## config.mk

```make
export PLATFORM = sky130hd
export DESIGN_NAME = dshs_top
export DESIGN_NICKNAME = d
export VERILOG_FILES = /design/src/dshs_pkg.sv /design/src/dshs_top.sv /design/src/dshs_uart_rx.sv /design/src/dshs_uart_tx.sv
export SDC_FILE = /design/constraint.sdc
export NUM_CORES = 1
export LEC_CHECK = 0
export ABC_AREA = 0
export ABC_CLOCK_PERIOD_IN_PS = 3220
export BUFFER_PORTS_ARGS = -buffer_cell sky130_fd_sc_hd__buf_2
export CAP_MARGIN = 20
export CORE_MARGIN = 1
export CORE_UTILIZATION = 43
export CTS_BUF_LIST = sky130_fd_sc_hd__clkbuf_4
export DETAILED_ROUTE_END_ITERATION = 12
export GPL_ROUTABILITY_DRIVEN = 0
export GPL_TIMING_DRIVEN = 0
export SYNTH_ARGS = -nofsm -noshare
export SYNTH_HDL_FRONTEND = slang
export SYNTH_SLANG_ARGS = --single-unit
```

## constraint.sdc

```tcl
create_clock -name sys_clk -period 3.22 [get_ports sys_clk]
set_clock_uncertainty 0.05 [all_clocks]
set_input_delay 0.161 -clock sys_clk [delete_from_list [all_inputs] [get_ports sys_clk]]
set_output_delay 0.161 -clock sys_clk [all_outputs]
set_load 0.01 [all_outputs]
```

## src/dshs_pkg.sv

```systemverilog
// Shared constants and types for the host serial and handshake block.
package dshs_pkg;
  // Register byte addresses on the slave port, one aligned word each.
  localparam logic [4:0] ADDR_CTRL    = 5'h00;
  localparam logic [4:0] ADDR_STATUS  = 5'h04;
  localparam logic [4:0] ADDR_RXDATA  = 5'h08;
  localparam logic [4:0] ADDR_DATA_TX = 5'h0C;
  localparam logic [4:0] ADDR_RESP_TX = 5'h10;
  localparam logic [4:0] ADDR_GPIO    = 5'h14;
  localparam logic [4:0] ADDR_BAUD    = 5'h18;
  // Control register field positions.
  localparam int CTL_READY   = 0;
  localparam int CTL_CONNECT = 1;
  localparam int CTL_DUPLEX  = 2;
  localparam int CTL_LINK    = 3;
  localparam int CTL_CMDMODE = 4;
  localparam int CTL_RING    = 5;
  localparam int CTL_SLAVE   = 6;
  localparam int CTL_OFFHOOK = 7;
  localparam int CTL_DTRB    = 8;
  localparam int CTL_FLOW    = 10;
  localparam int CTL_W       = 12;
  // Status register field positions.
  localparam int ST_RXVAL = 0;
  localparam int ST_RXCMD = 1;
  localparam int ST_OVR   = 2;
  localparam int ST_FERR  = 3;
  localparam int ST_DROP  = 4;
  // Reset values.
  localparam logic [11:0] CTRL_RST  = 12'h000;
  localparam logic [15:0] BAUD_RST  = 16'h0364;
  localparam logic [3:0]  GPIO_OE_N_RST = 4'hF;
  // Times as printed and the cycle counts derived from them.
  localparam int CLK_PERIOD_NS   = 10;
  localparam int NS_PER_MS       = 1000000;
  localparam int LED_PHASE_MS    = 50;
  localparam int RI_PERIOD_MS    = 1000;
  localparam int RI_PULSE_MS     = 100;
  localparam int LED_PHASE_CYC = LED_PHASE_MS * NS_PER_MS / CLK_PERIOD_NS;
  localparam int RI_PERIOD_CYC = RI_PERIOD_MS * NS_PER_MS / CLK_PERIOD_NS;
  localparam int RI_PULSE_CYC  = RI_PULSE_MS * NS_PER_MS / CLK_PERIOD_NS;
  // How a drop of the terminal ready line is handled.
  typedef enum logic [1:0] {
    DTRB_IGNORE = 2'b00,
    DTRB_CMD    = 2'b01,
    DTRB_HANGUP = 2'b10,
    DTRB_RESET  = 2'b11
  } dshs_dtrb_e;
  // Serial engine states shared by both directions.
  typedef enum logic [1:0] {
    SER_IDLE  = 2'b00,
    SER_START = 2'b01,
    SER_DATA  = 2'b10,
    SER_STOP  = 2'b11
  } dshs_ser_e;
endpackage

```

## src/dshs_top.sv

```systemverilog
// Host serial data and modem handshake block with its register slave.
`timescale 1ns/1ps
// How it works
// - Responses and line data share RXD; responses first.
// - RXD rests at mark when idle.
// - TXD carries both data and commands.
// - RI low during each ring ON segment.
// - No off-hook while RI is active.
// - Slave role pulses RI once per second.
// - DSR follows local readiness only.
// - CTS low when TXD characters will be taken.
// - DCD low while a connection is up.
// - DTR low permits and holds a connection.
// - DTR high disconnects per configured settings.
// - Duplex LED low in full duplex.
// - Activity LED blinks 50 ms phases.
// - Link LED low on good link.
// - Four general pins, each input or output.
// - No new line data starts on RXD while RTS high.
module dshs_top #(
  parameter int GPIO_N        = 4,
  parameter int LED_PHASE_CYC = dshs_pkg::LED_PHASE_CYC,
  parameter int RI_PERIOD_CYC = dshs_pkg::RI_PERIOD_CYC,
  parameter int RI_PULSE_CYC  = dshs_pkg::RI_PULSE_CYC
) (
  input  wire logic              sys_clk,
  input  wire logic              resetn,
  input  wire logic [4:0]        avs_address,
  input  wire logic              avs_read,
  input  wire logic              avs_write,
  input  wire logic [31:0]       avs_writedata,
  output logic [31:0]            avs_readdata,
  output logic                   avs_waitrequest,
  input  wire logic              txd,
  input  wire logic              dtr_n,
  input  wire logic              rts_n,
  output logic                   rxd,
  output logic                   ri_n,
  output logic                   dsr_n,
  output logic                   cts_n,
  output logic                   dcd_n,
  output logic                   duplex_led_n,
  output logic                   activity_led_n,
  output logic                   link_good_led_n,
  input  wire logic [GPIO_N-1:0] gpio_in,
  output logic [GPIO_N-1:0]      gpio_out,
  output logic [GPIO_N-1:0]      gpio_oe_n
);
  // Software state.
  logic [11:0]       ctrl_r;     // Control fields.
  logic [15:0]       baud_r;     // Clock cycles per serial bit.
  logic [GPIO_N-1:0] gpioOut_r;  // Levels driven on output pins.
  logic [GPIO_N-1:0] gpioOeN_r;  // Low marks a pin as output.
  // Holding bytes towards the host.
  logic [7:0]        dataByte_r; // Line data waiting for RXD.
  logic              dataPend_r;
  logic [7:0]        respByte_r; // Response waiting for RXD.
  logic              respPend_r;
  // Byte taken from the host.
  logic [7:0]        rxByte_r;
  logic              rxValid_r;
  logic              rxCmd_r;    // Taken in command mode or while not connected.
  logic              rxOvr_r;    // Sticky: a byte was lost.
  logic              fErr_r;     // Sticky: bad stop bit seen.
  logic              dtrDrop_r;  // Sticky: DTR went off, unless the DTR setting is ignore.
  // Call state.
  logic              offHook_r;
  logic              connected_r;
  // Pin synchronisers.
  logic              txdS1_r, txdS2_r;
  logic              dtrS1_r, dtrS2_r, dtrPrev_r;
  logic              rtsS1_r, rtsS2_r;
  logic [GPIO_N-1:0] gpS1_r, gpS2_r;
  // Timers.
  logic [31:0]       riCnt_r;
  logic [31:0]       ledCnt_r;
  logic              ledPhase_r;
  // Bus.
  logic              waitReq_r;
  logic [31:0]       rdData_r;

  // Decoded control fields and handshake line levels.
  logic ready, dtrOn, rtsOn, riActive, active;
  dshs_pkg::dshs_dtrb_e dtrb;
  logic [1:0] flow;
  assign ready    = ctrl_r[dshs_pkg::CTL_READY];
  assign dtrb     = dshs_pkg::dshs_dtrb_e'(ctrl_r[dshs_pkg::CTL_DTRB +: 2]);
  assign flow     = ctrl_r[dshs_pkg::CTL_FLOW +: 2];
  assign dtrOn    = ~dtrS2_r;
  assign rtsOn    = ~rtsS2_r;
  assign riActive = ~ri_n;

  // Serial engines.
  logic txBusy, txStart, rxBusy, rxDone, rxFerr;
  logic [7:0] txData, rxData;

  dshs_uart_tx #(.DIV_W(16)) uTx (
    .sys_clk (sys_clk),
    .resetn  (resetn),
    .start   (txStart),
    .data    (txData),
    .div     (baud_r),
    .busy    (txBusy),
    .txd     (rxd)
  );

  dshs_uart_rx #(.DIV_W(16)) uRx (
    .sys_clk  (sys_clk),
    .resetn   (resetn),
    .rxd      (txdS2_r),
    .div      (baud_r),
    .busy     (rxBusy),
    .done     (rxDone),
    .frameErr (rxFerr),
    .data     (rxData)
  );

  // Responses win the line; line data also waits for RTS.
  logic selResp;
  assign selResp = respPend_r;
  assign txStart = ~txBusy &
                   (respPend_r | (dataPend_r & rtsOn));
  assign txData  = selResp ? respByte_r : dataByte_r;

  // Bus request decode. A write into a full holder is stalled with
  // waitrequest so the producer feels the back-pressure.
  logic busReq, wrBlock, accept, wrAcc, rdAcc;
  logic [31:0] rdNxt;
  assign busReq  = (avs_read | avs_write) & waitReq_r;
  assign wrBlock = avs_write &
    ((avs_address == dshs_pkg::ADDR_DATA_TX & dataPend_r) |
     (avs_address == dshs_pkg::ADDR_RESP_TX & respPend_r));
  assign accept  = busReq & ~wrBlock;
  assign wrAcc   = accept & avs_write;
  assign rdAcc   = accept & avs_read;

  // Read mux; unmapped addresses read as zero.
  always_comb begin
    rdNxt = 32'h0000_0000;
    if (avs_address == dshs_pkg::ADDR_CTRL) begin
      rdNxt[11:0] = ctrl_r;
    end else if (avs_address == dshs_pkg::ADDR_STATUS) begin
      rdNxt[dshs_pkg::ST_RXVAL] = rxValid_r;
      rdNxt[dshs_pkg::ST_RXCMD] = rxCmd_r;
      rdNxt[dshs_pkg::ST_OVR]   = rxOvr_r;
      rdNxt[dshs_pkg::ST_FERR]  = fErr_r;
      rdNxt[dshs_pkg::ST_DROP]  = dtrDrop_r;
      rdNxt[11:5] = {dataPend_r, respPend_r, txBusy, rtsOn, dtrOn,
                     connected_r, offHook_r};
    end else if (avs_address == dshs_pkg::ADDR_RXDATA) begin
      rdNxt[7:0] = rxByte_r;
    end else if (avs_address == dshs_pkg::ADDR_GPIO) begin
      rdNxt[11:0] = {gpS2_r, ~gpioOeN_r, gpioOut_r};
    end else if (avs_address == dshs_pkg::ADDR_BAUD) begin
      rdNxt[15:0] = baud_r;
    end
  end

  // Waitrequest drops for exactly one cycle per accepted access, so the
  // side effects of an access happen once even though the master holds.
  always_ff @(posedge sys_clk) begin
    if (!resetn) begin
      waitReq_r <= 1'b1;
      rdData_r  <= 32'h0000_0000;
    end else begin
      waitReq_r <= ~accept;
      if (rdAcc) begin
        rdData_r <= rdNxt;
      end
    end
  end
  assign avs_waitrequest = waitReq_r;
  assign avs_readdata    = rdData_r;

  // Software-written configuration.
  always_ff @(posedge sys_clk) begin
    if (!resetn) begin
      ctrl_r    <= dshs_pkg::CTRL_RST;
      baud_r    <= dshs_pkg::BAUD_RST;
      gpioOut_r <= '0;
      gpioOeN_r <= dshs_pkg::GPIO_OE_N_RST;
    end else if (wrAcc) begin
      if (avs_address == dshs_pkg::ADDR_CTRL) begin
        ctrl_r <= avs_writedata[11:0];
      end else if (avs_address == dshs_pkg::ADDR_GPIO) begin
        gpioOut_r <= avs_writedata[3:0];
        gpioOeN_r <= ~avs_writedata[7:4];
      end else if (avs_address == dshs_pkg::ADDR_BAUD) begin
        baud_r <= avs_writedata[15:0];
      end
    end
  end
  assign gpio_out  = gpioOut_r;
  assign gpio_oe_n = gpioOeN_r;

  // Outgoing holders; a write is only taken once its holder is empty.
  always_ff @(posedge sys_clk) begin
    if (!resetn) begin
      dataByte_r <= 8'h00;
      dataPend_r <= 1'b0;
      respByte_r <= 8'h00;
      respPend_r <= 1'b0;
    end else begin
      if (wrAcc && avs_address == dshs_pkg::ADDR_DATA_TX) begin
        dataByte_r <= avs_writedata[7:0];
        dataPend_r <= 1'b1;
      end else if (txStart && !selResp) begin
        dataPend_r <= 1'b0;
      end
      if (wrAcc && avs_address == dshs_pkg::ADDR_RESP_TX) begin
        respByte_r <= avs_writedata[7:0];
        respPend_r <= 1'b1;
      end else if (txStart && selResp) begin
        respPend_r <= 1'b0;
      end
    end
  end

  // Pin synchronisers; only the second stage, and the DTR edge register behind it, is read by logic.
  always_ff @(posedge sys_clk) begin
    if (!resetn) begin
      txdS1_r   <= 1'b1;
      txdS2_r   <= 1'b1;
      dtrS1_r   <= 1'b1;
      dtrS2_r   <= 1'b1;
      dtrPrev_r <= 1'b1;
      rtsS1_r   <= 1'b1;
      rtsS2_r   <= 1'b1;
    end else begin
      txdS1_r   <= txd;
      txdS2_r   <= txdS1_r;
      dtrS1_r   <= dtr_n;
      dtrS2_r   <= dtrS1_r;
      dtrPrev_r <= dtrS2_r;
      rtsS1_r   <= rts_n;
      rtsS2_r   <= rtsS1_r;
    end
  end

  // General pin inputs, one synchroniser per pin.
  for (genvar g = 0; g < GPIO_N; g++) begin : gGpio
    always_ff @(posedge sys_clk) begin
      if (!resetn) begin
        gpS1_r[g] <= 1'b0;
        gpS2_r[g] <= 1'b0;
      end else begin
        gpS1_r[g] <= gpio_in[g];
        gpS2_r[g] <= gpS1_r[g];
      end
    end
  end

  // Received byte store. A new byte wins over a same-cycle read, and a
  // byte landing on an unread one flags an overrun.
  logic rxPop, stClr, dtrDropEvt, dropHang;
  assign rxPop = rdAcc & (avs_address == dshs_pkg::ADDR_RXDATA);
  assign stClr = wrAcc & (avs_address == dshs_pkg::ADDR_STATUS);
  always_ff @(posedge sys_clk) begin
    if (!resetn) begin
      rxByte_r  <= 8'h00;
      rxValid_r <= 1'b0;
      rxCmd_r   <= 1'b0;
      rxOvr_r   <= 1'b0;
      fErr_r    <= 1'b0;
    end else begin
      if (rxDone) begin
        rxByte_r  <= rxData;
        rxValid_r <= 1'b1;
        rxCmd_r   <= ctrl_r[dshs_pkg::CTL_CMDMODE] | ~connected_r;
      end else if (rxPop) begin
        rxValid_r <= 1'b0;
      end
      if (rxDone && rxValid_r && !rxPop) begin
        rxOvr_r <= 1'b1;
      end else if (stClr && avs_writedata[dshs_pkg::ST_OVR]) begin
        rxOvr_r <= 1'b0;
      end
      if (rxFerr) begin
        fErr_r <= 1'b1;
      end else if (stClr && avs_writedata[dshs_pkg::ST_FERR]) begin
        fErr_r <= 1'b0;
      end
    end
  end

  // A DTR drop hangs up for the hang-up settings, and also for the
  // command setting when flow control is off, since then nothing else
  // can hold the host back.
  assign dtrDropEvt = dtrS2_r & ~dtrPrev_r;
  assign dropHang = dtrDropEvt &
    (dtrb == dshs_pkg::DTRB_HANGUP || dtrb == dshs_pkg::DTRB_RESET ||
     (dtrb == dshs_pkg::DTRB_CMD && flow == 2'b00));
  always_ff @(posedge sys_clk) begin
    if (!resetn) begin
      dtrDrop_r <= 1'b0;
    end else if (dtrDropEvt && dtrb != dshs_pkg::DTRB_IGNORE) begin
      dtrDrop_r <= 1'b1;
    end else if (stClr && avs_writedata[dshs_pkg::ST_DROP]) begin
      dtrDrop_r <= 1'b0;
    end
  end

  // Hook state: going off-hook needs DTR permission and no active ring.
  always_ff @(posedge sys_clk) begin
    if (!resetn) begin
      offHook_r <= 1'b0;
    end else if (dropHang || !ctrl_r[dshs_pkg::CTL_OFFHOOK]) begin
      offHook_r <= 1'b0;
    end else if (dtrOn && !riActive) begin
      offHook_r <= 1'b1;
    end
  end

  // Connection comes up only with DTR on and ready set, and holds while the line is taken and connect stays set, until a hang-up DTR drop.
  always_ff @(posedge sys_clk) begin
    if (!resetn) begin
      connected_r <= 1'b0;
    end else if (dropHang || !offHook_r ||
                 !ctrl_r[dshs_pkg::CTL_CONNECT]) begin
      connected_r <= 1'b0;
    end else if (dtrOn && ready) begin
      connected_r <= 1'b1;
    end
  end

  // Ring indication, with a short strobe each second in the slave role.
  logic riNxt;
  assign riNxt = ctrl_r[dshs_pkg::CTL_RING] |
    (ctrl_r[dshs_pkg::CTL_SLAVE] & (riCnt_r < RI_PULSE_CYC));
  always_ff @(posedge sys_clk) begin
    if (!resetn || !ctrl_r[dshs_pkg::CTL_SLAVE]) begin
      riCnt_r <= 32'h0000_0000;
    end else if (riCnt_r == 32'(RI_PERIOD_CYC - 1)) begin
      riCnt_r <= 32'h0000_0000;
    end else begin
      riCnt_r <= riCnt_r + 32'h0000_0001;
    end
  end

  // Activity blink timer, restarted with a lit phase on each burst.
  assign active = txBusy | rxBusy;
  always_ff @(posedge sys_clk) begin
    if (!resetn || !active) begin
      ledCnt_r   <= 32'h0000_0000;
      ledPhase_r <= 1'b0;
    end else if (ledCnt_r == 32'(LED_PHASE_CYC - 1)) begin
      ledCnt_r   <= 32'h0000_0000;
      ledPhase_r <= ~ledPhase_r;
    end else begin
      ledCnt_r <= ledCnt_r + 32'h0000_0001;
    end
  end

  // Handshake and lamp outputs, all registered.
  always_ff @(posedge sys_clk) begin
    if (!resetn) begin
      ri_n            <= 1'b1;
      dsr_n           <= 1'b1;
      cts_n           <= 1'b1;
      dcd_n           <= 1'b1;
      duplex_led_n    <= 1'b1;
      activity_led_n  <= 1'b1;
      link_good_led_n <= 1'b1;
    end else begin
      ri_n            <= ~riNxt;
      dsr_n           <= ~ready;
      cts_n           <= ~(ready & ~rxValid_r);
      dcd_n           <= ~connected_r;
      duplex_led_n    <= ~(ready & ctrl_r[dshs_pkg::CTL_DUPLEX]);
      activity_led_n  <= ~(ready & active & ~ledPhase_r);
      link_good_led_n <= ~(ready & ctrl_r[dshs_pkg::CTL_LINK]);
    end
  end
endmodule

```

## src/dshs_uart_rx.sv

```systemverilog
// Character deserialiser for the transmitted-data line from the host.
`timescale 1ns/1ps
module dshs_uart_rx #(
  parameter int DIV_W = 16
) (
  input  wire logic             sys_clk,
  input  wire logic             resetn,
  input  wire logic             rxd,
  input  wire logic [DIV_W-1:0] div,
  output logic                  busy,
  output logic                  done,
  output logic                  frameErr,
  output logic [7:0]            data
);
  dshs_pkg::dshs_ser_e state_r;   // Current framing phase.
  logic [DIV_W-1:0]    baudCnt_r; // Cycles to the next sample.
  logic [2:0]          bitIdx_r;  // Data bit being taken.

  assign busy = (state_r != dshs_pkg::SER_IDLE);

  // Samples mid-bit; a start edge that does not last is taken as noise.
  always_ff @(posedge sys_clk) begin
    if (!resetn) begin
      state_r   <= dshs_pkg::SER_IDLE;
      baudCnt_r <= '0;
      bitIdx_r  <= 3'h0;
      done      <= 1'b0;
      frameErr  <= 1'b0;
      data      <= 8'h00;
    end else begin
      done     <= 1'b0;
      frameErr <= 1'b0;
      if (state_r == dshs_pkg::SER_IDLE) begin
        if (!rxd) begin
          state_r   <= dshs_pkg::SER_START;
          baudCnt_r <= div >> 1;
        end
      end else if (baudCnt_r != '0) begin
        baudCnt_r <= baudCnt_r - 1'b1;
      end else begin
        baudCnt_r <= div - 1'b1;
        case (state_r)
          dshs_pkg::SER_START: begin
            state_r  <= rxd ? dshs_pkg::SER_IDLE : dshs_pkg::SER_DATA;
            bitIdx_r <= 3'h0;
          end
          dshs_pkg::SER_DATA: begin
            data     <= {rxd, data[7:1]};
            bitIdx_r <= bitIdx_r + 1'b1;
            if (bitIdx_r == 3'h7) begin
              state_r <= dshs_pkg::SER_STOP;
            end
          end
          default: begin
            state_r  <= dshs_pkg::SER_IDLE;
            done     <= rxd;
            frameErr <= ~rxd;
          end
        endcase
      end
    end
  end
endmodule

```

## src/dshs_uart_tx.sv

```systemverilog
// Character serialiser that drives the received-data line to the host.
`timescale 1ns/1ps
module dshs_uart_tx #(
  parameter int DIV_W = 16
) (
  input  wire logic             sys_clk,
  input  wire logic             resetn,
  input  wire logic             start,
  input  wire logic [7:0]       data,
  input  wire logic [DIV_W-1:0] div,
  output logic                  busy,
  output logic                  txd
);
  dshs_pkg::dshs_ser_e state_r;   // Current framing phase.
  logic [DIV_W-1:0]    baudCnt_r; // Cycles left in this bit.
  logic [2:0]          bitIdx_r;  // Data bit being sent.
  logic [7:0]          shift_r;   // Character, low bit first.

  assign busy = (state_r != dshs_pkg::SER_IDLE);

  // Walk start, eight data bits and one stop bit; idle holds mark.
  always_ff @(posedge sys_clk) begin
    if (!resetn) begin
      state_r   <= dshs_pkg::SER_IDLE;
      baudCnt_r <= '0;
      bitIdx_r  <= 3'h0;
      shift_r   <= 8'h00;
      txd       <= 1'b1;
    end else if (state_r == dshs_pkg::SER_IDLE) begin
      txd <= 1'b1;
      if (start) begin
        state_r   <= dshs_pkg::SER_START;
        shift_r   <= data;
        baudCnt_r <= div - 1'b1;
        txd       <= 1'b0;
      end
    end else if (baudCnt_r != '0) begin
      baudCnt_r <= baudCnt_r - 1'b1;
    end else begin
      baudCnt_r <= div - 1'b1;
      case (state_r)
        dshs_pkg::SER_START: begin
          state_r  <= dshs_pkg::SER_DATA;
          bitIdx_r <= 3'h0;
          txd      <= shift_r[0];
        end
        dshs_pkg::SER_DATA: begin
          if (bitIdx_r == 3'h7) begin
            state_r <= dshs_pkg::SER_STOP;
            txd     <= 1'b1;
          end else begin
            bitIdx_r <= bitIdx_r + 1'b1;
            txd      <= shift_r[bitIdx_r + 1'b1];
          end
        end
        default: begin
          state_r <= dshs_pkg::SER_IDLE;
          txd     <= 1'b1;
        end
      endcase
    end
  end
endmodule

```

==> metrics.md <==
| Metric | Value |
|---|---|
| Hold crit path type | `input pin to flip-flop` |
| Worst Setup End Kind | `flip-flop` |
| Total Die Area | `26400 um2` |
| Predominant post-synthesis flop cell | `sky130_fd_sc_hd__dfxtp_1` |
| Share of the yosys chip area belonging to registers | `42.3%` |
| Layout cell share with drive strength beyond 1 | `14.1%` |
| Resized Gates After CTS | `0` |
| Final layout net count | `1505` |
| Synth-to-Final Area Change | `16.9%` |
| Cell area after synthesis | `11100 um2` |
| Vias in the first global route | `9633` |
| Status | `finished, final reports clean` |
| Total wire length | `31.9 mm` |
| Initial antenna violation count | `2` |
| Power density over the cells | `543 nW/um2` |
| CTS buffer count | `66` |
| Number of nets with antenna violations after routing | `0` |
| First-pass GRT wire length | `51.0 mm` |
| Kind of launch point of the worst setup path | `flip-flop` |
| Worst Setup Path Type | `flip-flop to flip-flop` |
| Number of enable flip-flop cells after synthesis | `0` |
| Horiz. Die Dim | `162 um` |
| Avg Inst Size Synth | `8.75 um2` |
| Worst-Margin Slew | `1.06 ns` |
| CTS tree | `built` |
| Number of placed I/O pins | `97` |
| Filler Cell Count | `2489` |
| Final hold violation count | `0` |
| Final Max Slew Viols | `0` |
| Count of cell types in the netlist | `74` |
| Core outline area | `25200 um2` |
| Final setup violation count | `0` |
| Worst path required time | `3.68 ns` |
| Worst-Skew Late Latency | `0.67 ns` |
| Fin crit period | `2.83 ns` |
| Count of synthesis-stage warnings from yosys | `0` |
| Vias per cell | `5.47` |
| Deepest clock path buffer count | `3` |
| Root buf cell | `sky130_fd_sc_hd__clkbuf_4` |
| Asr flop ratio synth | `0%` |
| Setup TNS | `0 ns` |
| TritonRoute pass-1 iters | `5` |
| Chip Height | `162 um` |
| Max-Slew Margin vs Limit | `28.9%` |
| Number of rows created at floorplan | `58` |
| Max FO, Critical Path | `8` |
| WL/cell | `17.6 um` |
| List of cells traversed by the critical path | `or4_1 > clkbuf_2 > or4_4 > buf_6 > nor4_4 > mux2i_1 > nor2_1` |
| CP max stage cell | `sky130_fd_sc_hd__nor4_4` |
| Detailed-route via count | `9903` |
| Post-synthesis cell count | `1264` |
| Highest cell delay on the worst timing path | `0.55 ns` |
| Remaining routing DRC violations | `0` |
| Initial standard-cell utilization of the core | `43.9%` |
| LEAKAGE | `4.83 nW` |
| Clock edge transition at the registers on the reported setup and hold paths | `0.07 ns` |
| Post-synthesis register bit count | `234` |
| Setup repair after global routing missed its margin | `false` |
| Period utilization | `87.8%` |
| HPWL reported at the end of detailed placement | `22.6 mm` |
| # port buffers | `62` |
| Number of levels the H-tree was split into | `3` |
| Maximum ir drop on the vdd rail | `0.000284 V` |
| FMAX | `354 MHz` |
| Drt initial violations | `744` |
| Max-cap violation count | `0` |
| Total global routing track utilization | `24.8%` |
| GRT Residual Overflow | `0` |
| Maximum number of pins on one net before global-route repair | `11` |
| Data arrival, critical path | `3.29 ns` |
| Hold WS | `0.107 ns` |
| Clock sink total | `234` |
[timing repair]
| item | CTS | global route |
|---|---|---|
| hold endpoints to repair | 71 | 0 |
| hold buffers | 29 | 0 |
| setup buffers | 0 | 0 |
[layout make-up]
type                    count  area [um2]  share of cell area [%]
clock buffers              98         736                    5.69
clock inverters             9        45.0                   0.348
well taps                 330         413                    3.19
diodes                      1        2.50                  0.0193
plain buffers              89         407                    3.14
flip-flops and latches    234        4680                    36.2
multi-input cells         930        5930                    45.9
repair buffers             93         618                    4.78
inverters                  26        97.6                   0.754
[synthesized netlist by cell type, drive strengths merged (3+ instances only)]
cell / number / area [um2]
xor2: 45 / 394
a211oi: 20 / 150
nand2b: 17 / 106
a22oi: 6 / 45.0
or2: 6 / 37.5
o22ai: 7 / 43.8
clkbuf: 62 / 234
a311oi: 5 / 43.8
or3b: 3 / 26.3
o211ai: 6 / 45.0
nand3: 36 / 180
nand4: 29 / 181
or4b: 3 / 30.0
o311a: 6 / 60.1
o21a: 5 / 37.5
nor2b: 6 / 37.5
and4: 7 / 61.3
ha: 17 / 213
buf: 27 / 173
nor2: 189 / 709
dfxtp: 234 / 4680
and2: 16 / 100
nand2: 88 / 330
or4: 12 / 93.8
nor3: 35 / 175
nor4: 21 / 153
a222oi: 7 / 70.1
o31a: 8 / 70.1
o21ai: 39 / 195
and3: 17 / 106
or3: 19 / 119
nand4b: 3 / 26.3
a21oi: 49 / 245
nor4b: 6 / 52.6
a31oi: 4 / 25.0
mux2i: 92 / 921
inv: 25 / 93.8
nor3b: 6 / 45.0
xnor2: 34 / 298
mux2: 8 / 90.1
nand3b: 3 / 22.5
o31ai: 6 / 45.0
[state kept, by name, indices dropped and copies added, names as in the netlist, 2 cells and up]
signal,flops
ledCnt_r,32
riCnt_r,32
avs_readdata,16
baud_r,16
uRx.baudCnt_r,16
uTx.baudCnt_r,16
ctrl_r,12
dataByte_r,8
respByte_r,8
rxByte_r,8
uRx.data,8
uTx.shift_r,8
gpS1_r,4
gpS2_r,4
gpio_oe_n,4
gpio_out,4
uRx.bitIdx_r,3
uTx.bitIdx_r,3
uRx.state_r,2
uTx.state_r,2
[power breakdown]
| part | total [mW] | switching (mW) | internal (mW) |
|---|---|---|---|
| Sequential | 3.08 | 0.0915 | 2.99 |
| Combinational | 1.34 | 0.831 | 0.508 |
| Clock | 2.61 | 1.23 | 1.38 |
| Total | 7.03 | 2.15 | 4.87 |
[final timing paths]
path	start	end	slack, ns	depth (start not counted)
worst max register to register	uRx.baudCnt_r[7]	uRx.data[1]	0.39	7
worst min-delay path	avs_address[0]	avs_readdata[0]	0.11	4
worst min register to register	dtrS1_r	dtrS2_r	0.36	1
worst max-delay path	uRx.baudCnt_r[7]	uRx.data[1]	0.39	7
[through the flow]
| stage | setup WS [ns] | cell area [um2] | cells | util [%] | total power, mW |
|---|---|---|---|---|---|
| floorplan | 0.691 | 11100 | 1279 | - | 4.06 |
| global placement | 0.262 | 11800 | 1671 | 47.0 | 4.41 |
| detailed placement | 0.255 | 11800 | 1672 | 47.1 | 4.43 |
| CTS | 0.405 | 12900 | 1808 | 51.3 | 7.08 |
| global route | 0.253 | 12900 | 1810 | 51.4 | 7.43 |
| finish | 0.393 | 12900 | 1810 | 51.4 | 7.03 |
[logic make-up after synthesis]
group	Yosys count	share of synthesized area (%)
XOR/XNOR	79	6.25
multiplexers	102	9.54
other	1	0.0339
adder cells (fa/ha/maj)	17	1.92
flip-flops	234	42.3
AO/OA/AOI/OAI	192	11.7
buffers and inverters	115	4.56
AND/OR/NAND/NOR	524	23.6
[placed cells by master (no fill, tap or decap), types with 19 or more instances in the layout]
| cell type | Yosys | final |
|---|---|---|
| sky130_fd_sc_hd__a211oi_1 | 20 | 20 |
| sky130_fd_sc_hd__a21oi_1 | 49 | 49 |
| sky130_fd_sc_hd__buf_2 | 3 | 66 |
| sky130_fd_sc_hd__clkbuf_1 | 61 | 61 |
| sky130_fd_sc_hd__clkbuf_4 | 0 | 98 |
| sky130_fd_sc_hd__dfxtp_1 | 234 | 234 |
| sky130_fd_sc_hd__dlygate4sd3_1 | 0 | 29 |
| sky130_fd_sc_hd__inv_1 | 25 | 25 |
| sky130_fd_sc_hd__mux2i_1 | 92 | 92 |
| sky130_fd_sc_hd__nand2_1 | 88 | 88 |
| sky130_fd_sc_hd__nand3_1 | 36 | 36 |
| sky130_fd_sc_hd__nand4_1 | 29 | 29 |
| sky130_fd_sc_hd__nor2_1 | 189 | 189 |
| sky130_fd_sc_hd__nor3_1 | 35 | 35 |
| sky130_fd_sc_hd__nor4_1 | 19 | 19 |
| sky130_fd_sc_hd__o21ai_0 | 38 | 38 |
| sky130_fd_sc_hd__or3_1 | 19 | 19 |
| sky130_fd_sc_hd__xnor2_1 | 34 | 34 |
| sky130_fd_sc_hd__xor2_1 | 45 | 45 |
[layer usage]
metal / track usage (%) / routed length (um)
met2: 40.7 / 14900
met4: 9.99 / 931
met1: 31.8 / 14000
met3: 5.04 / 2040
met5: 0 / 0
[critical path, delay by kind of cell, from the launching register on]
kind / cells / cell delay [ns]
buffers and inverters: 2 / 0.33
flip-flops: 1 / 0.36
multiplexers: 1 / 0.26
AND/OR/NAND/NOR: 4 / 1.68
Power figures use the tool's default switching activity.
